===== src/hdl/psc_pkg.sv =====
// Purpose: Shared constants and carriers for the segment control word sequencer
// Assumes: 32-bit Avalon-MM register access, one 250 MHz clock
// Notes: Field positions follow the control word layout
package psc_pkg;

  // ----------------------------------------
  // Register map
  // ----------------------------------------
  // Printed offsets are word indexes, byte address is four times the index
  localparam logic [11:0] PSC_CW_BASE_IDX = 12'h804;
  localparam logic [11:0] PSC_CW_STRIDE_IDX = 12'h004;
  localparam logic [11:0] PSC_ACC_BASE_IDX = 12'h880;
  localparam logic [11:0] PSC_CTRL_IDX = 12'h8A0;
  localparam logic [11:0] PSC_STATUS_IDX = 12'h8A1;
  localparam logic [11:0] PSC_TARGET_IDX = 12'h8A2;
  localparam logic [31:0] PSC_CW_RESET = 32'h0000_0000;
  localparam logic [15:0] PSC_ACC_RESET_STEP = 16'h0064;
  localparam int PSC_NUM_SEGS = 31;
  localparam int PSC_NUM_SLOTS = 8;

  // ----------------------------------------
  // Control word fields
  // ----------------------------------------
  localparam int PSC_FA_LSB = 0;
  localparam int PSC_FB_LSB = 4;
  localparam int PSC_FC_BIT = 8;
  localparam int PSC_FD_BIT = 12;
  localparam int PSC_FE_LSB = 16;
  localparam int PSC_JUMP_LSB = 16;
  localparam int PSC_STATUS_ERR_BIT = 8;

  localparam logic [3:0] PSC_TYPE_SINGLE = 4'h0;
  localparam logic [3:0] PSC_TYPE_MULTI = 4'h1;
  localparam logic [3:0] PSC_TYPE_SPEED = 4'h2;
  localparam logic [3:0] PSC_TYPE_JUMP = 4'h3;
  localparam logic [3:0] PSC_POS_ABS = 4'h0;
  localparam logic [3:0] PSC_POS_INC = 4'h1;
  localparam logic [3:0] PSC_POS_REL = 4'h2;

  typedef enum logic [2:0] {
    PSC_IDLE,
    PSC_LOAD,
    PSC_RUN,
    PSC_SPEED_HOLD
  } psc_state_type;

  typedef struct packed {
    logic [3:0] seg_type;
    logic [3:0] pos_mode;
    logic interrupt_en;
    logic overlap_or_pps;
    logic [2:0] accel_slot;
    logic [4:0] jump_target;
  } psc_fields_type;

  // Outgoing plan handed to the trajectory planner
  typedef struct packed {
    logic start;
    logic speed_mode;
    logic pulses_per_second_unit;
    logic blend_from_speed;
    logic zero_delay;
    logic carry_remainder;
    logic [31:0] target_position;
    logic [31:0] speed_value;
    logic [15:0] accel_time;
  } psc_plan_type;

endpackage


===== src/hdl/psc_segment_ctrl.sv =====
// Purpose: Segment control word store and internal_segment_program sequencer
// Assumes: Planner reports decel point and completion as pulses
// Notes: Only the acceleration-time selector and the jump target of the upper half are decoded
`timescale 1ns/10ps
module psc_segment_ctrl
  import psc_pkg::*;
#(
  parameter int NUM_SEGS = PSC_NUM_SEGS,
  parameter int NUM_SLOTS = PSC_NUM_SLOTS
) (
  // Clock and reset
  input wire logic clk_i,
  input wire logic nrst_i,
  // Avalon-MM slave
  input wire logic [13:0] avs_address_i,
  input wire logic avs_read_i,
  input wire logic avs_write_i,
  input wire logic [31:0] avs_writedata_i,
  input wire logic [3:0] avs_byteenable_i,
  output logic [31:0] avs_readdata_o,
  output logic avs_waitrequest_o,
  // Segment selection and trigger
  input wire logic [4:0] segment_select_i,
  input wire logic segment_trigger_input_i,
  input wire logic stop_i,
  // Planner feedback
  input wire logic [31:0] measured_position_i,
  input wire logic [31:0] segment_value_i,
  input wire logic planner_done_i,
  input wire logic planner_decel_i,
  input wire logic speed_reached_i,
  // Plan to planner
  output psc_plan_type plan_o,
  output logic [4:0] segment_value_index_o,
  output logic busy_o
);

  // ----------------------------------------
  // State
  // ----------------------------------------
  typedef struct packed {
    logic [NUM_SEGS-1:0][31:0] cw;
    logic [NUM_SLOTS-1:0][15:0] acc;
    logic enable;
    psc_state_type state;
    logic [4:0] cur_seg;
    logic trig_d;
    logic err;
    logic [31:0] prev_cmd;
    psc_fields_type cur;
    psc_plan_type plan;
    logic ack;
    logic [31:0] rdata;
  } psc_regs_type;

  psc_regs_type s_reg;
  psc_regs_type s_next;

  // Shared decode of a control word
  function automatic psc_fields_type decode_cw(input logic [31:0] w);
    psc_fields_type f;
    f.seg_type = w[PSC_FA_LSB +: 4];
    f.pos_mode = w[PSC_FB_LSB +: 4];
    f.interrupt_en = w[PSC_FC_BIT];
    f.overlap_or_pps = w[PSC_FD_BIT];
    f.accel_slot = w[PSC_FE_LSB +: 3];
    f.jump_target = w[PSC_JUMP_LSB +: 5];
    return f;
  endfunction

  // Valid codes for a given word
  function automatic logic fields_ok(input psc_fields_type f);
    logic ok;
    ok = 1'b0;
    case (f.seg_type)
      PSC_TYPE_SINGLE, PSC_TYPE_MULTI: begin
        ok = (f.pos_mode <= PSC_POS_REL);
      end
      PSC_TYPE_SPEED: begin
        ok = (f.pos_mode <= PSC_POS_INC);
      end
      PSC_TYPE_JUMP: begin
        ok = (f.jump_target != 5'h00);
      end
      default: begin
        ok = 1'b0;
      end
    endcase
    return ok;
  endfunction

  // Segment numbers run 1..31; index is number minus one
  function automatic logic [4:0] seg_index(input logic [4:0] n);
    return n - 5'd1;
  endfunction

  logic [11:0] idx;
  logic acc_hit;
  logic cw_hit;
  logic [11:0] cw_off;
  logic [4:0] cw_sel;
  logic trig_edge;
  logic [4:0] next_seg;
  psc_fields_type nf;
  logic [31:0] wmask;

  assign idx = avs_address_i[13:2];
  assign cw_off = idx - PSC_CW_BASE_IDX;
  assign cw_sel = 5'(cw_off >> 2);
  assign cw_hit = (idx >= PSC_CW_BASE_IDX) && (cw_off[1:0] == 2'b00) && (cw_off[11:2] < 10'(NUM_SEGS));
  assign acc_hit = (idx >= PSC_ACC_BASE_IDX) && (idx < PSC_ACC_BASE_IDX + 12'(NUM_SLOTS));
  assign trig_edge = segment_trigger_input_i && !s_reg.trig_d;
  assign next_seg = (s_reg.cur_seg == 5'(NUM_SEGS)) ? 5'd1 : s_reg.cur_seg + 5'd1;

  always_comb begin
    s_next = s_reg;
    s_next.trig_d = segment_trigger_input_i;
    s_next.ack = 1'b0;
    s_next.plan.start = 1'b0;
    nf = '0;
    for (int b = 0; b < 4; b++) begin
      wmask[8*b +: 8] = {8{avs_byteenable_i[b]}};
    end

    // ----------------------------------------
    // Register access
    // ----------------------------------------
    // One wait cycle keeps read data registered
    if ((avs_read_i || avs_write_i) && !s_reg.ack) begin
      s_next.ack = 1'b1;
      s_next.rdata = 32'h0000_0000;
      if (cw_hit) begin
        s_next.rdata = s_reg.cw[cw_sel];
      end else if (acc_hit) begin
        s_next.rdata = {16'h0000, s_reg.acc[3'(idx - PSC_ACC_BASE_IDX)]};
      end else if (idx == PSC_CTRL_IDX) begin
        s_next.rdata = {31'h0, s_reg.enable};
      end else if (idx == PSC_STATUS_IDX) begin
        s_next.rdata = {23'h0, s_reg.err, (s_reg.state != PSC_IDLE), 2'b00, s_reg.cur_seg};
      end else if (idx == PSC_TARGET_IDX) begin
        s_next.rdata = s_reg.prev_cmd;
      end
    end
    // Writes land only on the edge that completes the access
    if (avs_write_i && s_reg.ack) begin
      if (cw_hit) begin
        s_next.cw[cw_sel] = (s_reg.cw[cw_sel] & ~wmask) | (avs_writedata_i & wmask);
      end else if (acc_hit) begin
        s_next.acc[3'(idx - PSC_ACC_BASE_IDX)] = avs_writedata_i[15:0];
      end else if (idx == PSC_CTRL_IDX) begin
        if (avs_byteenable_i[0]) begin
          s_next.enable = avs_writedata_i[0];
        end
      end else if (idx == PSC_STATUS_IDX) begin
        if (avs_writedata_i[PSC_STATUS_ERR_BIT]) begin
          s_next.err = 1'b0;
        end
      end
    end

    // ----------------------------------------
    // Sequencer
    // ----------------------------------------
    case (s_reg.state)
      PSC_IDLE: begin
        if (trig_edge && s_reg.enable && segment_select_i != 5'd0) begin
          s_next.cur_seg = segment_select_i;
          s_next.state = PSC_LOAD;
        end
      end
      PSC_LOAD: begin
        nf = decode_cw(s_reg.cw[seg_index(s_reg.cur_seg)]);
        s_next.cur = nf;
        if (!fields_ok(nf)) begin
          s_next.err = 1'b1;
          s_next.state = PSC_IDLE;
        end else if (nf.seg_type == PSC_TYPE_JUMP) begin
          s_next.cur_seg = nf.jump_target;
          s_next.state = PSC_LOAD;
        end else begin
          s_next.plan.start = 1'b1;
          s_next.plan.accel_time = s_reg.acc[nf.accel_slot];
          s_next.plan.speed_mode = (nf.seg_type == PSC_TYPE_SPEED);
          s_next.plan.pulses_per_second_unit = (nf.seg_type == PSC_TYPE_SPEED) && nf.overlap_or_pps;
          s_next.plan.blend_from_speed = (nf.seg_type == PSC_TYPE_MULTI) && nf.overlap_or_pps;
          s_next.plan.zero_delay = (nf.seg_type == PSC_TYPE_MULTI) && nf.overlap_or_pps;
          s_next.plan.carry_remainder = (s_reg.state == PSC_LOAD) && s_reg.cur.interrupt_en;
          s_next.plan.speed_value = segment_value_i;
          if (nf.seg_type == PSC_TYPE_SPEED) begin
            s_next.plan.target_position = s_reg.plan.target_position;
            s_next.state = PSC_SPEED_HOLD;
          end else begin
            case (nf.pos_mode)
              PSC_POS_ABS: s_next.plan.target_position = segment_value_i;
              PSC_POS_REL: s_next.plan.target_position = measured_position_i + segment_value_i;
              default: s_next.plan.target_position = s_reg.prev_cmd + segment_value_i;
            endcase
            s_next.prev_cmd = s_next.plan.target_position;
            s_next.state = PSC_RUN;
          end
        end
      end
      PSC_RUN: begin
        if (trig_edge && segment_select_i != 5'd0 && s_reg.cur.interrupt_en) begin
          s_next.cur_seg = segment_select_i;
          s_next.state = PSC_LOAD;
        end else if (s_reg.cur.seg_type == PSC_TYPE_MULTI && s_reg.cur.overlap_or_pps && planner_decel_i) begin
          s_next.cur_seg = next_seg;
          s_next.state = PSC_LOAD;
        end else if (planner_done_i) begin
          if (s_reg.cur.seg_type == PSC_TYPE_MULTI) begin
            s_next.cur_seg = next_seg;
            s_next.state = PSC_LOAD;
          end else begin
            s_next.state = PSC_IDLE;
          end
        end
      end
      PSC_SPEED_HOLD: begin
        if (trig_edge && segment_select_i != 5'd0) begin
          s_next.cur_seg = segment_select_i;
          s_next.state = PSC_LOAD;
        end else if (speed_reached_i && s_reg.cur.pos_mode == PSC_POS_INC) begin
          s_next.cur_seg = next_seg;
          s_next.state = PSC_LOAD;
        end
      end
      default: begin
        s_next.state = PSC_IDLE;
      end
    endcase

    if (stop_i) begin
      s_next.state = PSC_IDLE;
    end
    if (s_reg.plan.start && s_next.plan.start) begin
      s_next.plan.start = 1'b1;
    end
  end

  always_ff @(posedge clk_i or negedge nrst_i) begin
    if (!nrst_i) begin
      s_reg <= '0;
      for (int i = 0; i < NUM_SEGS; i++) begin
        s_reg.cw[i] <= PSC_CW_RESET;
      end
      for (int j = 0; j < NUM_SLOTS; j++) begin
        s_reg.acc[j] <= 16'((j + 1) * PSC_ACC_RESET_STEP);
      end
      s_reg.state <= PSC_IDLE;
    end else begin
      s_reg <= s_next;
    end
  end

  // ----------------------------------------
  // Outputs
  // ----------------------------------------
  assign avs_waitrequest_o = (avs_read_i || avs_write_i) && !s_reg.ack;
  assign avs_readdata_o = s_reg.rdata;
  assign plan_o = s_reg.plan;
  assign segment_value_index_o = seg_index(s_reg.cur_seg);
  assign busy_o = (s_reg.state != PSC_IDLE);

endmodule


===== config.mk =====
export PLATFORM = sky130hd
export DESIGN_NAME = psc_segment_ctrl
export DESIGN_NICKNAME = d
export VERILOG_FILES = /design/src/hdl/psc_pkg.sv /design/src/hdl/psc_segment_ctrl.sv
export SDC_FILE = /design/constraint.sdc
export NUM_CORES = 2
export LEC_CHECK = 0
export ABC_AREA = 1
export BUFFER_PORTS_ARGS = -buffer_cell sky130_fd_sc_hd__buf_2
export CAP_MARGIN = 20
export CORE_ASPECT_RATIO = 1.1
export CORE_MARGIN = 3
export CORE_UTILIZATION = 50
export CTS_CLUSTER_SIZE = 10
export DETAILED_ROUTE_END_ITERATION = 8
export PLACE_DENSITY = 0.69
export SLEW_MARGIN = 20
export SYNTH_ARGS = -nofsm -noshare
export SYNTH_HDL_FRONTEND = slang
export SYNTH_SLANG_ARGS = --single-unit
export TNS_END_PERCENT = 30

===== constraint.sdc =====
create_clock -name clk_i -period 5.05 [get_ports clk_i]
set_input_delay 0.2525 -clock clk_i [delete_from_list [all_inputs] [get_ports clk_i]]
set_output_delay 0.2525 -clock clk_i [all_outputs]
set_load 0.02 [all_outputs]

==> summary.md <==
| Metric | Value |
|---|---|
| Outcome | `finished, final reports clean` |
| Flops & latches, synth | `1258` |
| Starting density of the core | `50.5%` |
| CTS tree | `done` |
| Fin cells | `10100` |
| Post-route DRC | `0` |
| Worst Setup Start Kind | `flip-flop` |
| Dpl hpwl | `140000 um` |
| Post-Syn Area | `65000 um2` |
| Critical Path End Type | `flip-flop` |
| Share of layout cells above drive strength 1 | `9.01%` |
| Crit path DAT | `5.35 ns` |
| ANT nets after route | `0` |
| Syn Nets | `8664` |
| Routed WL per cell | `23.4 um` |
| Postcts setup bufs | `0` |
| GRT Total Usage | `34.5%` |
| Grt ovf | `0` |
| Placed Cells | `9800` |
| Post-route minimum period | `4.72 ns` |
| Routed WL | `235000 um` |
| FP Rows | `138` |
| Setup Viol. Count Final | `0` |
| Max-slew violation count | `0` |
| Vias in the first global route | `57300` |
| Largest stage delay, worst path | `0.51 ns` |
| First-pass GRT wire length | `356000 um` |
| P_leak | `31.4 nW` |
| Sequential share of the synthesized area | `48.5%` |
| Initial antenna violation count | `8` |
| Post-route setup TNS | `0 ns` |
| Pwr/cell area | `352 nW/um2` |
| Period utilization | `93.4%` |
| DIE WIDTH | `350 um` |
| I/O Buffers | `250` |
| Vias per inst | `6.11` |
| Worst slew margin | `22.2%` |
| Type of the worst setup path | `reg -> reg` |
| Clk_lat worst skew | `0.78 ns` |
| H-tree depth | `4` |
| Final hold violations | `0` |
| HP Class | `in -> reg` |
| Iter 0 DRT Violations | `9077` |
| Final Skew | `0.0376 ns` |
| Root buffer cell | `clkbuf_16` |
| Die height | `384 um` |
| Peak supply drop | `0.320 mV` |
| Max-cap violation count | `0` |
| Drt first pass iters | `8` |
| Layout area overhead | `10.6%` |
| Top Ports | `253` |
| Total clock sinks | `1258` |
| Max Fanout on Critical Path | `27` |
| Max reg flops | `1141` |
| Largest net degree at the start of global routing | `188` |
| Ys Warns | `0` |
| DR vias | `61500` |
| Top_reg_cell synth | `dfrtp_1` |
| Longest Clk Path Bufs | `3` |
| Synth async-reset ratio | `100%` |
| Post-route design area | `71900 um2` |
| TritonCTS buffer count | `148` |
| Placeable core area | `129000 um2` |
| RSZ-0062 raised after global routing | `no` |
| Cells after Synth | `8489` |
| Dpl cell area | `66900 um2` |
| Die area | `134000 um2` |
| Top cell by count, worst path | `nand2_1` |
| Total Power Consumption | `25.3 mW` |
| Fmax | `212 MHz` |
| Tightest Pin Transition | `1.17 ns` |
| Required @ worst endpoint | `5.68 ns` |
| Gpl congestion | `0.934` |
| Worst-path clk slew | `0.06 ns` |
| Yosys cell types | `49` |
| Syn avg cell area | `7.66 um2` |
| Final nets | `8508` |
| Post-synth EDFFs | `0` |
| CP max stage cell | `dfrtp_4` |
==> final timing paths <==
check	slack (ns)	from	to	cells past startpoint
min reg2reg	0.48	s_reg[513]	s_reg[513]	2
min in group asynchronous	0.16	nrst_i	s_reg[219]	2
min	0.04	avs_writedata_i[27]	s_reg[1071]	4
max	0.33	s_reg[171]	plan_o[74]	29
max reg2reg	0.33	s_reg[171]	plan_o[74]	29
max in group asynchronous	3.35	nrst_i	s_reg[1130]	3
==> synth_stat cells (8+ instances only) <==
| library cell | number | area, um2 |
|---|---|---|
| buf_2 | 153 | 766 |
| dfrtp_1 | 1226 | 30700 |
| clkinv_1 | 11 | 41.3 |
| clkbuf_1 | 488 | 1830 |
| inv_1 | 382 | 1430 |
| inv_2 | 18 | 67.6 |
| ha_1 | 46 | 576 |
| nor4_1 | 12 | 75.1 |
| nand4_1 | 42 | 263 |
| a21oi_1 | 502 | 2510 |
| o21ai_0 | 1528 | 7650 |
| nand2_1 | 2056 | 7720 |
| buf_4 | 124 | 931 |
| a221oi_1 | 8 | 70.1 |
| o21ai_1 | 379 | 1900 |
| buf_1 | 39 | 146 |
| xnor2_1 | 15 | 131 |
| a22oi_1 | 75 | 563 |
| xor2_1 | 15 | 131 |
| a31oi_1 | 13 | 81.3 |
| o22ai_1 | 122 | 763 |
| nor2_1 | 597 | 2240 |
| o21a_1 | 9 | 67.6 |
| nand3_1 | 370 | 1850 |
| mux2i_1 | 16 | 160 |
| nor3_1 | 37 | 185 |
| o211ai_1 | 127 | 953 |
| dfstp_2 | 32 | 841 |
==> per-layer routing <==
metal | GRT usage (%) | wire length [um]
met1 | 46.2 | 93200
met2 | 52.5 | 104000
met3 | 7.24 | 24400
met4 | 18.9 | 13700
met5 | 0 | 12
==> power breakdown <==
part           internal [mW]  total [mW]  switching (mW)
Sequential              10.2        10.3          0.0795
Combinational           1.47        5.27            3.80
Clock                   5.46        9.76            4.31
==> what timing repair did <==
item,4_1_cts,5_1_grt
gates resized for setup,2,16
gates cloned,0,2
pin swaps,0,2
hold buffers,61,0
hold endpoints to repair,303,0
endpoints found under the setup margin,2,16
==> per-stage QoR <==
step / hold slack, ns / worst slack (ns) / utilization, %
final: 0.0373 / 0.334 / 55.8
after global routing: 0.0468 / 0.0222 / 55.8
after CTS: 0.0000385 / 0.0681 / 55.7
after detailed placement: 0.377 / -0.00934 / 52.0
after global placement: 0.377 / 0.0628 / 52.0
after floorplan: -0.0431 / 0.0657 / -
==> cells in the final DEF (no fill, tap or decap), types with 8 or more instances in the layout <==
| master | n |
|---|---|
| o21a_1 | 9 |
| dlygate4sd3_1 | 61 |
| nand4_1 | 42 |
| nand2_1 | 2019 |
| o21ai_2 | 15 |
| xnor2_1 | 15 |
| clkinv_1 | 11 |
| nor4_1 | 12 |
| clkbuf_1 | 35 |
| o22ai_1 | 122 |
| buf_12 | 38 |
| a221oi_1 | 8 |
| nand3_1 | 369 |
| buf_4 | 141 |
| nor3_1 | 37 |
| xor2_1 | 14 |
| nor2_1 | 592 |
| o21ai_1 | 367 |
| a22oi_1 | 75 |
| inv_2 | 15 |
| inv_1 | 381 |
| nand2_2 | 22 |
| ha_1 | 44 |
| o211ai_1 | 127 |
| nand2_4 | 19 |
| dfrtp_1 | 1225 |
| a31oi_1 | 13 |
| buf_2 | 248 |
| clkbuf_16 | 150 |
| o21ai_0 | 1525 |
| a21oi_1 | 502 |
| mux2i_2 | 16 |
| dfstp_2 | 32 |
==> cell type report <==
cell class	count	area, um2
fillers	12000	56900
flip-flops and latches	1258	31500
multi-input cells	6016	28600
clock buffers	189	3920
repair buffers	498	3830
well taps	1680	2100
inverters	411	1570
clock inverters	20	328
diodes	7	17.5
==> logic make-up after synthesis <==
logic type      synth area share (%)
fa+ha+maj                      0.916
mux                            0.246
buf+inv                         8.03
xor+xnor                       0.429
flops                           48.5
compound gates                  22.7
simple gates                    19.2
==> worst max-delay path: cells and delay by family (launching register included) <==
family / cells / cell delay [ns]
compound gates: 6 / 1.01
fa+ha+maj: 3 / 0.82
simple gates: 14 / 1.40
flops: 1 / 0.51
buf+inv: 6 / 0.82
Note: power is estimated with default switching activity, not from simulation.
